<file path="config.mk">
export PLATFORM = sky130hd
export DESIGN_NAME = fault_mask_phase_config
export DESIGN_NICKNAME = d
export VERILOG_FILES = /design/src/fault_cfg_pkg.sv /design/src/fault_mask_phase_config.sv
export SDC_FILE = /design/constraint.sdc
export NUM_CORES = 1
export LEC_CHECK = 0
export BUFFER_PORTS_ARGS = -buffer_cell sky130_fd_sc_hd__buf_4
export CELL_PAD_IN_SITES_DETAIL_PLACEMENT = 1
export CELL_PAD_IN_SITES_GLOBAL_PLACEMENT = 2
export CORE_ASPECT_RATIO = 1.1
export CORE_MARGIN = 8
export CORE_UTILIZATION = 40
export DETAILED_ROUTE_END_ITERATION = 7
export GPL_TIMING_DRIVEN = 1
export PLACE_DENSITY = 0.84
export SLEW_MARGIN = 20
export SYNTH_ARGS = -nofsm -noshare
export SYNTH_HDL_FRONTEND = slang
export SYNTH_SLANG_ARGS = --single-unit
</file>
<file path="constraint.sdc">
create_clock -name clk_sys -period 3.3 [get_ports clk_sys]
set_clock_uncertainty 0.1 [all_clocks]
set_input_delay 0.33 -clock clk_sys [delete_from_list [all_inputs] [get_ports clk_sys]]
set_output_delay 0.33 -clock clk_sys [all_outputs]
set_load 0.01 [all_outputs]
</file>
<file path="src/fault_cfg_pkg.sv">
// Purpose: shared constants for the fault mask and phase configuration block
// Assumes: 16-bit register words reached through the two-wire serial port
// Notes: register offsets are 16-bit word addresses on the serial port
package fault_cfg_pkg;
	// =======================================================
	// serial port
	localparam logic [5:0] DEV_ADDR_UPPER = 6'h38; // 1110_00x, low bit from a pin
	// =======================================================
	// register offsets
	localparam logic [15:0] REG_DRIVER_STYLE = 16'h0010;
	localparam logic [15:0] REG_OUTPUT_MAP = 16'h0011;
	localparam logic [15:0] REG_PHASE_SELECT = 16'h0012;
	localparam logic [15:0] REG_PIN_A_LOW = 16'h0013;
	localparam logic [15:0] REG_PIN_A_HIGH = 16'h0014;
	localparam logic [15:0] REG_PIN_B_LOW = 16'h0015;
	localparam logic [15:0] REG_PIN_B_HIGH = 16'h0016;
	localparam logic [15:0] REG_TRIP_ENABLE = 16'h0017;
	localparam logic [15:0] REG_SOURCE_LOW = 16'h0018;
	localparam logic [15:0] REG_SOURCE_HIGH = 16'h0019;
	localparam logic [15:0] REG_OUT_STATUS = 16'h001a;
	// =======================================================
	// widths and reset values
	localparam int FAULT_W = 18;
	localparam int TRIP_W = 16;
	localparam int PHASES = 6;
	localparam int PINS = 12;
	localparam logic [17:0] FAULT_USED_MASK = 18'h3fffb; // bit 2 has no source
	localparam logic [17:0] PIN_ENABLE_RESET = 18'h00000;
	localparam logic [15:0] TRIP_ENABLE_RESET = 16'h0000;
	localparam logic [5:0] PHASE_SELECT_RESET = 6'h3f;
	localparam logic DRIVER_STYLE_RESET = 1'b0;
	localparam logic OUTPUT_MAP_RESET = 1'b0;
	// =======================================================
	// serial port states
	typedef enum logic [2:0]
	{
		ST_IDLE = 3'b000,
		ST_RX = 3'b001,
		ST_ACK = 3'b010,
		ST_TX = 3'b011,
		ST_TX_ACK = 3'b100
	} port_state_t;
endpackage

</file>
<file path="src/fault_mask_phase_config.sv">
// Purpose: fault pin aggregation, trip request, phase drive mapping and serial register port
// Assumes: fault and trip sources come from logic on clk_sys; scl and sda come from pins
// Notes: no clock stretching, unmapped reads return zero and unmapped writes are dropped
`timescale 1ns/1ps
module fault_mask_phase_config
(
	input wire logic clk_sys, // 10 MHz system clock
	input wire logic reset_n, // asynchronous reset, active low
	input wire logic [fault_cfg_pkg::FAULT_W-1:0] fault_source, // raw fault events, same clock
	input wire logic [fault_cfg_pkg::TRIP_W-1:0] trip_source, // raw shutdown events, same clock
	input wire logic [fault_cfg_pkg::PHASES-1:0] phase_pwm, // pulse-width signal per phase
	input wire logic [fault_cfg_pkg::PHASES-1:0] low_side_drive, // low-side drive per phase
	output logic [fault_cfg_pkg::PINS-1:0] phase_output_pin, // mapped drive pins
	output logic fault_pin_a, // first fault output
	output logic fault_pin_b, // second fault output
	output logic trip_request, // converter shutdown request
	input wire logic addr_select, // low bit of serial device address
	input wire logic scl_in, // serial clock from pin
	input wire logic sda_in, // serial data from pin
	output logic sda_out, // serial data drive value, always low
	output logic sda_oe // high while pulling serial data low
);
	import fault_cfg_pkg::*;

	// =======================================================
	// configuration registers
	logic driver_input_style;
	logic output_map_select;
	logic [5:0] active_phase_select;
	logic [17:0] fault_pin_a_enable;
	logic [17:0] fault_pin_b_enable;
	logic [15:0] trip_source_enable;

	// =======================================================
	// pin synchronisers; the third stage only feeds edge detection
	logic scl_meta, scl_sync, scl_prev;
	logic sda_meta, sda_sync, sda_prev;

	always_ff @(posedge clk_sys or negedge reset_n)
	begin
		if (!reset_n)
		begin
			scl_meta <= 1'b1;
			scl_sync <= 1'b1;
			scl_prev <= 1'b1;
			sda_meta <= 1'b1;
			sda_sync <= 1'b1;
			sda_prev <= 1'b1;
		end
		else
		begin
			scl_meta <= scl_in;
			scl_sync <= scl_meta;
			scl_prev <= scl_sync;
			sda_meta <= sda_in;
			sda_sync <= sda_meta;
			sda_prev <= sda_sync;
		end
	end

	// bus events seen on the synchronised lines
	wire scl_rise = scl_sync & ~scl_prev;
	wire scl_fall = ~scl_sync & scl_prev;
	wire bus_start = scl_sync & scl_prev & sda_prev & ~sda_sync;
	wire bus_stop = scl_sync & scl_prev & ~sda_prev & sda_sync;

	// =======================================================
	// serial port state
	port_state_t state;
	logic [3:0] bit_count;
	logic [7:0] shift;
	logic [7:0] tx_shift;
	logic [1:0] byte_index;
	logic control_byte;
	logic reading;
	logic tx_low_next;
	logic master_acked;
	logic [15:0] cur_addr;
	logic [7:0] data_high;

	// received byte decode
	wire byte_done = (state == ST_RX) && (bit_count == 4'h8) && scl_fall;
	wire addr_match = (shift[7:1] == {DEV_ADDR_UPPER, addr_select});
	wire reg_write = byte_done && !control_byte && (byte_index == 2'h3);
	wire [15:0] write_word = {data_high, shift};

	// read-back selection; unmapped offsets read as zero
	logic [15:0] read_word;
	always_comb
	begin
		case (cur_addr)
			REG_DRIVER_STYLE: read_word = {15'h0000, driver_input_style};
			REG_OUTPUT_MAP: read_word = {15'h0000, output_map_select};
			REG_PHASE_SELECT: read_word = {10'h000, active_phase_select};
			REG_PIN_A_LOW: read_word = fault_pin_a_enable[15:0];
			REG_PIN_A_HIGH: read_word = {14'h0000, fault_pin_a_enable[17:16]};
			REG_PIN_B_LOW: read_word = fault_pin_b_enable[15:0];
			REG_PIN_B_HIGH: read_word = {14'h0000, fault_pin_b_enable[17:16]};
			REG_TRIP_ENABLE: read_word = trip_source_enable;
			REG_SOURCE_LOW: read_word = fault_source[15:0];
			REG_SOURCE_HIGH: read_word = {14'h0000, fault_source[17:16]};
			REG_OUT_STATUS: read_word = {13'h0000, trip_request, fault_pin_b, fault_pin_a};
			default: read_word = 16'h0000;
		endcase
	end

	// =======================================================
	// serial protocol engine: sample on scl rise, change sda on scl fall
	always_ff @(posedge clk_sys or negedge reset_n)
	begin
		if (!reset_n)
		begin
			state <= ST_IDLE;
			bit_count <= 4'h0;
			shift <= 8'h00;
			tx_shift <= 8'h00;
			byte_index <= 2'h0;
			control_byte <= 1'b0;
			reading <= 1'b0;
			tx_low_next <= 1'b0;
			master_acked <= 1'b0;
			cur_addr <= 16'h0000;
			data_high <= 8'h00;
			sda_oe <= 1'b0;
		end
		else if (bus_stop)
		begin
			state <= ST_IDLE;
			sda_oe <= 1'b0;
		end
		else if (bus_start)
		begin
			state <= ST_RX;
			bit_count <= 4'h0;
			control_byte <= 1'b1;
			byte_index <= 2'h0;
			sda_oe <= 1'b0;
		end
		else
		begin
			case (state)
				ST_RX:
				begin
					if (scl_rise && bit_count != 4'h8)
					begin
						shift <= {shift[6:0], sda_sync};
						bit_count <= bit_count + 4'h1;
					end
					else if (byte_done)
					begin
						// each accepted byte is acknowledged
						if (control_byte)
						begin
							state <= addr_match ? ST_ACK : ST_IDLE;
							sda_oe <= addr_match;
							reading <= shift[0];
						end
						else
						begin
							state <= ST_ACK;
							sda_oe <= 1'b1;
							case (byte_index)
								2'h0: cur_addr[15:8] <= shift;
								2'h1: cur_addr[7:0] <= shift;
								2'h2: data_high <= shift;
								default: data_high <= data_high;
							endcase
							if (byte_index != 2'h3)
								byte_index <= byte_index + 2'h1;
						end
					end
				end
				ST_ACK:
				begin
					if (scl_fall)
					begin
						bit_count <= 4'h0;
						if (control_byte && reading)
						begin
							// high byte goes first on a read
							state <= ST_TX;
							tx_shift <= read_word[15:8];
							sda_oe <= ~read_word[15];
							tx_low_next <= 1'b1;
						end
						else
						begin
							state <= ST_RX;
							sda_oe <= 1'b0;
						end
						control_byte <= 1'b0;
					end
				end
				ST_TX:
				begin
					if (scl_fall)
					begin
						if (bit_count == 4'h7)
						begin
							state <= ST_TX_ACK;
							sda_oe <= 1'b0;
						end
						else
						begin
							tx_shift <= {tx_shift[6:0], 1'b0};
							sda_oe <= ~tx_shift[6];
							bit_count <= bit_count + 4'h1;
						end
					end
				end
				ST_TX_ACK:
				begin
					if (scl_rise)
						master_acked <= ~sda_sync;
					else if (scl_fall)
					begin
						// a not-acknowledge from the master ends the read
						if (master_acked)
						begin
							state <= ST_TX;
							bit_count <= 4'h0;
							tx_shift <= tx_low_next ? read_word[7:0] : read_word[15:8];
							sda_oe <= tx_low_next ? ~read_word[7] : ~read_word[15];
							tx_low_next <= ~tx_low_next;
						end
						else
							state <= ST_IDLE;
					end
				end
				default:
				begin
					state <= ST_IDLE;
					sda_oe <= 1'b0;
				end
			endcase
		end
	end

	// open-drain: only ever pull low
	assign sda_out = 1'b0;

	// =======================================================
	// register writes; bit 2 of the pin masks has no source and stays zero
	always_ff @(posedge clk_sys or negedge reset_n)
	begin
		if (!reset_n)
		begin
			driver_input_style <= DRIVER_STYLE_RESET;
			output_map_select <= OUTPUT_MAP_RESET;
			active_phase_select <= PHASE_SELECT_RESET;
			fault_pin_a_enable <= PIN_ENABLE_RESET;
			fault_pin_b_enable <= PIN_ENABLE_RESET;
			trip_source_enable <= TRIP_ENABLE_RESET;
		end
		else if (reg_write)
		begin
			case (cur_addr)
				REG_DRIVER_STYLE: driver_input_style <= write_word[0];
				REG_OUTPUT_MAP: output_map_select <= write_word[0];
				REG_PHASE_SELECT: active_phase_select <= write_word[5:0];
				REG_PIN_A_LOW: fault_pin_a_enable[15:0] <= write_word & FAULT_USED_MASK[15:0];
				REG_PIN_A_HIGH: fault_pin_a_enable[17:16] <= write_word[1:0];
				REG_PIN_B_LOW: fault_pin_b_enable[15:0] <= write_word & FAULT_USED_MASK[15:0];
				REG_PIN_B_HIGH: fault_pin_b_enable[17:16] <= write_word[1:0];
				REG_TRIP_ENABLE: trip_source_enable <= write_word;
				default: trip_source_enable <= trip_source_enable;
			endcase
		end
	end

	// =======================================================
	// fault aggregation; source bit positions are fixed by the mask layout
	wire [17:0] pin_a_hits = fault_source & fault_pin_a_enable & FAULT_USED_MASK;
	wire [17:0] pin_b_hits = fault_source & fault_pin_b_enable & FAULT_USED_MASK;
	wire [15:0] trip_hits = trip_source & trip_source_enable;

	always_ff @(posedge clk_sys or negedge reset_n)
	begin
		if (!reset_n)
		begin
			fault_pin_a <= 1'b0;
			fault_pin_b <= 1'b0;
			trip_request <= 1'b0;
		end
		else
		begin
			fault_pin_a <= |pin_a_hits;
			fault_pin_b <= |pin_b_hits;
			trip_request <= |trip_hits;
		end
	end

	// =======================================================
	// phase drive mapping; a gap in the phase select is not repaired here
	wire [5:0] pwm_gated = phase_pwm & active_phase_select;
	wire [5:0] low_gated = low_side_drive & active_phase_select & {6{driver_input_style}};
	logic [11:0] next_pins;

	always_comb
	begin
		next_pins = 12'h000;
		for (int k = 0; k < PHASES; k++)
		begin
			if (output_map_select)
			begin
				next_pins[k] = pwm_gated[k];
				next_pins[k + PHASES] = low_gated[k];
			end
			else
			begin
				next_pins[2 * k] = pwm_gated[k];
				next_pins[2 * k + 1] = low_gated[k];
			end
		end
	end

	always_ff @(posedge clk_sys or negedge reset_n)
	begin
		if (!reset_n)
			phase_output_pin <= 12'h000;
		else
			phase_output_pin <= next_pins;
	end
endmodule

</file>
==> impl_metrics.csv, run 1 <==
group,metric,value,unit
cells_and_area,fill_cells,1704,
synth,ys_types,70,
worst_setup_path,r2r_setup_slack,0.66,ns
cts,path_clk_slew,0.06,ns
cells_and_area,diodes,0,
cts,cts_tree,"done",
floorplan,die-area,21190,µm²
grt,grt_pass1_vias,5705,
cts,cts.sinks,132,
worst_setup_path,critical_path_class,"reg -> reg",
pwr,p_sw_share,26.82,%
outcome,status,"finished clean",
grt,grt_usage,20.28,%
drt,via_per_inst,6.074,
drt,wl_per_cell,24.70,µm
synth,ys.flop_type,"dfrtp_1",
grt,antenna_found_initial,0,
floorplan,core_area,16370,µm²
floorplan,chipWidth,139.5,µm
sta,max_slew_margin,50.02,%
grt,overflow,0,
cells_and_area,drive_gt1_share,36.60,%
synth,syn_inst,567,
pwr,leakagePower,3.751,nW
drt,ant_nets,0,
drt,wl,21170,µm
sta,setup_viol,0,
drt,route.vias.total,5205,
pwr,power_frac_comb,5.6,%
sta,worstMarginPinSlew,0.7498,ns
drt,drt_iter0_drc,367,
sta,finalHoldViolCount,0,
floorplan,chipHeight,151.9,µm
synth,synth_nets,624,
worst_setup_path,start_kind,"register",
cts,postCtsSetupRepairBufs,0,
cts,root_buffer,"clkbuf_16",
worst_setup_path,worst_ep_required_time,3.51,ns
sta,period_share,80.07,%
floorplan,rows,49,
synth,synthesis.area,6713,µm²
cts,clk_latency,0.43,ns
worst_setup_path,worstPathArrival,2.85,ns
cts,cts_made_buffers,17,
pwr,ir_drop,361.1,µV
pwr,pwr-share-clk,48.9,%
hold_path,hp-class,"in -> reg",
grt,grt_max_degree,57,
worst_setup_path,cp_slowest_cell,"or4b_1",
cts,clk_path_buf_depth,2,
grt,grt_pass1_wl,33450,µm
pwr,power_frac_seq,45.4,%
worst_setup_path,slowest_delay,0.70,ns
cells_and_area,multiInputGateArea,3218,µm²
synth,avgSynthCellArea,11.84,µm²
synth,ys_seq_area_share,49.43,%
placed_design,portBuffers,66,
sta,rsz0062_at_grt,"no",
flow_run,drv_cap,0,
cells_and_area,syn2layout_area_growth,20.19,%
worst_setup_path,cp_max_fo,15,
pwr,power_density,469.3,nW/µm²
floorplan,io-pin-count,68,
worst_setup_path,critPathCaptureType,"register",
synth,ys_seq_elements,132,
placed_design,place_congestion,0.9328,
placed_design,hpwl,15660,µm
synth,async_flop_share,100.0,%
pwr,power_switching,1.015,mW
synth,synth_warnings,0,
pwr,total_power,3.787,mW
drt,dr.pass1.iters,5,
pwr,p_int,2.771,mW
cells_and_area,seq_area,3318,µm²
worst_setup_path,path_cells,"or4b_1 -> nor3_4 -> and3_1 -> nand2_4 -> mux2_4",
floorplan,start_util,41.01,%
synth,synth_edf_count,0,
sta,fmax,378.4,MHz
sta,fin_tns_setup,0,ns
drt,drc,0,
cells_and_area,finalNetCount,697,
cts,cts_max_level,4,
sta,slew_violations,0,
sta,fin_crit,2.642,ns
routing by layer:
layer,track usage [%],wire length [µm],vias up,share of wire (%)
li1,-,-,2306,-
met1,24.80,9050,2708,43
met2,33.93,10670,153,50
met3,3.761,779,38,3.7
met4,9.576,667,0,3.2
met5,0,0,-,0
cell families (layout without fill, tap and decap cells):
| family | after synthesis | in the layout | synth area share [%] |
|---|---|---|---|
| simple gates | 152 | 152 | 13.27 |
| compound gates | 132 | 132 | 15.13 |
| flops | 132 | 132 | 49.43 |
| mux | 102 | 102 | 18.10 |
| buf+inv | 40 | 126 | 2.628 |
| fa+ha+maj | 6 | 6 | 1.118 |
| xor+xnor | 2 | 2 | 0.2610 |
| other cells | 1 | 1 | 0.05586 |
Yosys cell counts (all sizes together) (7+ instances only):
cell type	n	share of area [%]
a221oi	10	1.3
a21oi	7	0.52
inv	7	0.39
dfrtp	120	45
a22o	17	2.2
dfstp	12	4.7
clkbuf	22	1.2
mux2	95	17
nand2	42	2.6
o21ai	15	1.1
nor2	18	1.0
nand2b	7	0.65
mux2i	7	1.0
and2	7	0.65
o211ai	11	1.2
buf	11	1.0
a22oi	24	2.7
nand3	21	1.6
stage by stage:
stage	util, %	cells	hold slack (ns)	setup slack (ns)	cell area, µm²
floorplan	-	567	-0.06559	0.8925	6713
finish	49.29	857	0.02478	0.6576	8068
global route	49.29	857	0.01750	0.6192	8068
global placement	45.58	822	0.2468	0.7420	7461
detailed placement	45.58	822	0.2472	0.6996	7461
CTS	49.29	857	0.004881	0.6707	8068
final timing paths:
path                       depth (start not counted)    startpoint                      to
min in group asynchronous                          2       reset_n     phase_output_pin[6]
setup reg to reg                                   5   cur_addr[5]  fault_pin_b_enable[10]
setup / recovery                                   5   cur_addr[5]  fault_pin_b_enable[10]
hold reg to reg                                    0      sda_meta                sda_sync
hold / removal                                     2  phase_pwm[0]     phase_output_pin[0]
max in group asynchronous                          3       reset_n             cur_addr[3]
power groups by stage:
stage | clock network (mW) | logic, mW | registers (mW)
6_report | 1.85 | 0.213 | 1.72
5_1_grt | 1.94 | 0.238 | 1.73
4_1_cts | 1.88 | 0.217 | 1.72
3_5_place_dp | 0 | 0.212 | 1.75
3_3_place_gp | 0 | 0.202 | 1.74
2_1_floorplan | 0 | 0.0975 | 1.73
repair_timing:
item	CTS	global route
endpoints found under the hold margin	44	0
hold buffers	3	0
resized for setup	0	0
placed cells by master, fill, tap and decap left out, types with 10 or more instances in the layout:
master,Yosys,final
a221oi_1,10,10
a22o_1,17,17
a22oi_1,24,24
buf_4,2,83
clkbuf_16,0,17
dfrtp_1,120,120
dfstp_2,12,12
mux2_2,75,75
mux2_4,20,20
nand2_1,40,40
nand3_1,21,21
nor2_1,18,18
o211ai_1,11,11
o21ai_0,15,15
flip-flops by register name, indices dropped and copies added, names as in the netlist, 2 cells and up:
| signal | flops |
|---|---|
| trip_source_enable | 16 |
| fault_pin_a_enable | 17 |
| state | 3 |
| cur_addr | 16 |
| tx_shift | 7 |
| byte_index | 2 |
| active_phase_select | 6 |
| phase_output_pin | 12 |
| bit_count | 4 |
| fault_pin_b_enable | 17 |
| data_high | 8 |
| shift | 8 |
critical path: cells and delay by family (launching register included):
kind | cells | cell delay (ns)
flops | 1 | 0.38
mux | 1 | 0.37
simple gates | 4 | 1.67
area by class of cell:
cell class | count | area share (%)
clock buffer | 17 | 5.273
inverter | 7 | 0.3257
sequential | 132 | 41.13
tap | 204 | 3.164
clock inverter | 15 | 1.877
timing repair buffer | 87 | 8.344
multi-input combinational | 395 | 39.89
Note: power is estimated with default switching activity, not from simulation.
==> run 2: changes to the inputs <==
--- a/config.mk
+++ b/config.mk
@@ -5,15 +5,16 @@
 export SDC_FILE = /design/constraint.sdc
 export NUM_CORES = 1
 export LEC_CHECK = 0
+export ABC_AREA = 1
 export BUFFER_PORTS_ARGS = -buffer_cell sky130_fd_sc_hd__buf_4
 export CELL_PAD_IN_SITES_DETAIL_PLACEMENT = 1
 export CELL_PAD_IN_SITES_GLOBAL_PLACEMENT = 2
 export CORE_ASPECT_RATIO = 1.1
 export CORE_MARGIN = 8
-export CORE_UTILIZATION = 40
+export CORE_UTILIZATION = 32
 export DETAILED_ROUTE_END_ITERATION = 7
 export GPL_TIMING_DRIVEN = 1
-export PLACE_DENSITY = 0.84
+export PLACE_DENSITY = 0.8
 export SLEW_MARGIN = 20
 export SYNTH_ARGS = -nofsm -noshare
 export SYNTH_HDL_FRONTEND = slang
==> constraint.sdc (replaced) <==
create_clock -name clk_sys -period 2.36 [get_ports clk_sys]
set_clock_uncertainty 0.1 [all_clocks]
set_input_delay 0.236 -clock clk_sys [delete_from_list [all_inputs] [get_ports clk_sys]]
set_output_delay 0.236 -clock clk_sys [all_outputs]
set_load 0.01 [all_outputs]
==> run 2 against run 1 <==
Compared with the run above:
- sequential power up 41%
- setup slack lost 0.40 ns
- non-clock buffer count grew 14
- cell count up 37%
- maximum frequency increased by 26%
- critical path depth unchanged
- combinational power grew 53%
- critical endpoint is now fault_pin_b
- via count rose by 12%
- clock-buffer cell count increased by 7
==> impl_metrics.csv, run 2 <==
group,metric,value,unit
drt,ant_nets,0,
grt,grt_pass1_wl,35230,µm
synth,ys_types,43,
pwr,leakagePower,3.894,nW
synth,synth.most_common_cell,"nand2_1",
synth,synth_edf_count,0,
worst_setup_path,cp_max_fo,2,
drt,wl_per_cell,18.34,µm
pwr,ir_drop,481.3,µV
pwr,power_density,676.4,nW/µm²
cells_and_area,reg_top3,"fault_pin_a_enable: 17 flops, fault_pin_b_enable: 17 flops",
worst_setup_path,critPathCaptureType,"register",
cells_and_area,finalNetCount,966,
synth,synth_area_leader_cell,"dfrtp_1",
sta,setup_viol,0,
synth,ys_top_cells_by_count,"nand2_1 (215), dfrtp_1 (120), o21ai_0 (114)",
synth,synth_top_area_share,45.02,%
synth,synth_nets,868,
synth,syn_inst,811,
synth,ys_seq_elements,132,
floorplan,chipWidth,153.7,µm
worst_setup_path,critical_path_class,"reg -> reg",
pwr,total_power,5.621,mW
placed_design,place_area,7483,µm²
cells_and_area,mostFrequentLayoutCells,"nand2_1 (215), dfrtp_1 (120), o21ai_0 (114)",
sta,worstMarginPinSlew,0.5540,ns
cells_and_area,final_util,40.52,%
floorplan,rows,55,
sta,fin_crit,2.104,ns
sta,slew_violations,0,
worst_setup_path,worstPathArrival,2.30,ns
floorplan,io-pin-count,68,
grt,overflow,0,
synth,synth_top_cells_by_area,"dfrtp_1 (45%), nand2_1 (12%), o21ai_0 (8.6%), inv_1 (5.5%), dfstp_2 (4.7%)",
drt,wl,21600,µm
cts,path_clk_slew,0.06,ns
cells_and_area,drive_gt1_share,18.11,%
synth,async_flop_share,100.0,%
sta,fmax,475.2,MHz
drt,via_per_inst,4.963,
sta,period_share,89.17,%
synth,ys.flop_type,"dfrtp_1",
floorplan,start_util,32.53,%
drt,dr.pass1.iters,7,
outcome,status,"finished clean",
cells_and_area,syn2layout_area_growth,24.57,%
grt,grt_pass1_vias,6359,
cells_and_area,fill_cells,2469,
cells_and_area,layout_commonest_cell,"nand2_1",
synth,ys_seq_area_share,49.75,%
placed_design,place_congestion,0.8430,
sta,rsz0062_at_grt,"no",
sta,finalHoldViolCount,0,
cts,clk_path_buf_depth,2,
synth,avgSynthCellArea,8.225,µm²
cts,cts_made_buffers,17,
grt,grt_max_degree,51,
drt,drc,0,
grt,antenna_found_initial,0,
synth,synth_warnings,0,
drt,route.vias.total,5847,
cells_and_area,final_area,8309,µm²
cts,clk_latency,0.42,ns
placed_design,hpwl,16550,µm
floorplan,core_area,20510,µm²
synth,synthesis.area,6670,µm²
cts,root_buffer,"clkbuf_16",
floorplan,chipHeight,167.4,µm
placed_design,portBuffers,66,
sta,fin_tns_setup,0,ns
floorplan,die-area,25720,µm²
cells_and_area,diodes,0,
cts,cts_tree,"done",
cts,cts_max_level,4,
worst_setup_path,worst_ep_required_time,2.56,ns
cts,cts.sinks,132,
drt,drt_iter0_drc,266,
sta,max_slew_margin,62.98,%
grt,grt_usage,17.54,%
hold_path,hp-class,"in -> reg",
flow_run,drv_cap,0,
worst_setup_path,start_kind,"register",
run 2: worst paths after layout:
check	startpoint	end	slack, ns	cells after the start
max	fault_pin_b_enable[15]	fault_pin_b	0.26	5
max in group asynchronous	reset_n	scl_prev	1.27	3
max reg2reg	fault_pin_b_enable[15]	fault_pin_b	0.26	5
min in group asynchronous	reset_n	cur_addr[13]	0.24	2
min	trip_source[3]	trip_request	0.02	3
min reg2reg	scl_meta	scl_sync	0.25	0
run 2: cell type report:
type	instances	area, µm²	area share [%]
repair buffers	101	852.1	10.25
clock buffers	24	491.7	5.918
clock inverters	8	146.4	1.762
inverters	103	386.6	4.653
well taps	256	320.3	3.855
flip-flops and latches	132	3318	39.93
multi-input cells	554	2794	33.62
run 2: where the power goes:
part           internal [mW]  switching, mW
Combinational          0.138          0.188
Clock                   1.88          0.993
Sequential              2.35         0.0713
run 2: worst max-delay path: stages (launching register included):
cell,delay [ns]
dfrtp_1,0.37
inv_1,0.09
o21ai_0,0.17
nor4_1,0.52
nand4_1,0.15
dlygate4sd3_1,0.59
run 2: repair_timing:
action / in CTS / in global routing
endpoints found under the setup margin: 0 / 1
hold buffers: 16 / 0
gates resized for setup: 0 / 0
endpoints found under the hold margin: 54 / 0
buffers inserted: 0 / 2
run 2: logic make-up (layout without fill, tap and decap cells):
group	after synthesis	in the layout	share of synthesized area, %
adders and majority gates	6	6	1.125
buffers and inverters	125	236	8.366
other	1	1	0.05622
AOI/OAI and AO/OA	186	186	16.04
xor gates and xnor gates	1	1	0.1313
muxes	2	2	0.3001
DFF	132	132	49.75
and+or+nand+nor	358	358	24.24
run 2: metrics by stage:
| step | worst slack (ns) | cells | hold slack (ns) |
|---|---|---|---|
| CTS | 0.2236 | 1176 | 0.007936 |
| finish | 0.2556 | 1178 | 0.01745 |
| global placement | 0.3244 | 1128 | 0.1297 |
| floorplan | 0.6390 | 811 | -0.1596 |
| global route | 0.07593 | 1178 | 0.01684 |
| detailed placement | 0.2626 | 1128 | 0.1245 |
run 2: layer usage:
metal  global-route usage, %  share of wire (%)  up-vias
met4                   5.458                1.7        0
li1                        -                  -     2855
met5                       0                  0        -
met2                   30.23                 50       97
met3                   2.884                3.2       22
met1                   22.06                 45     2873
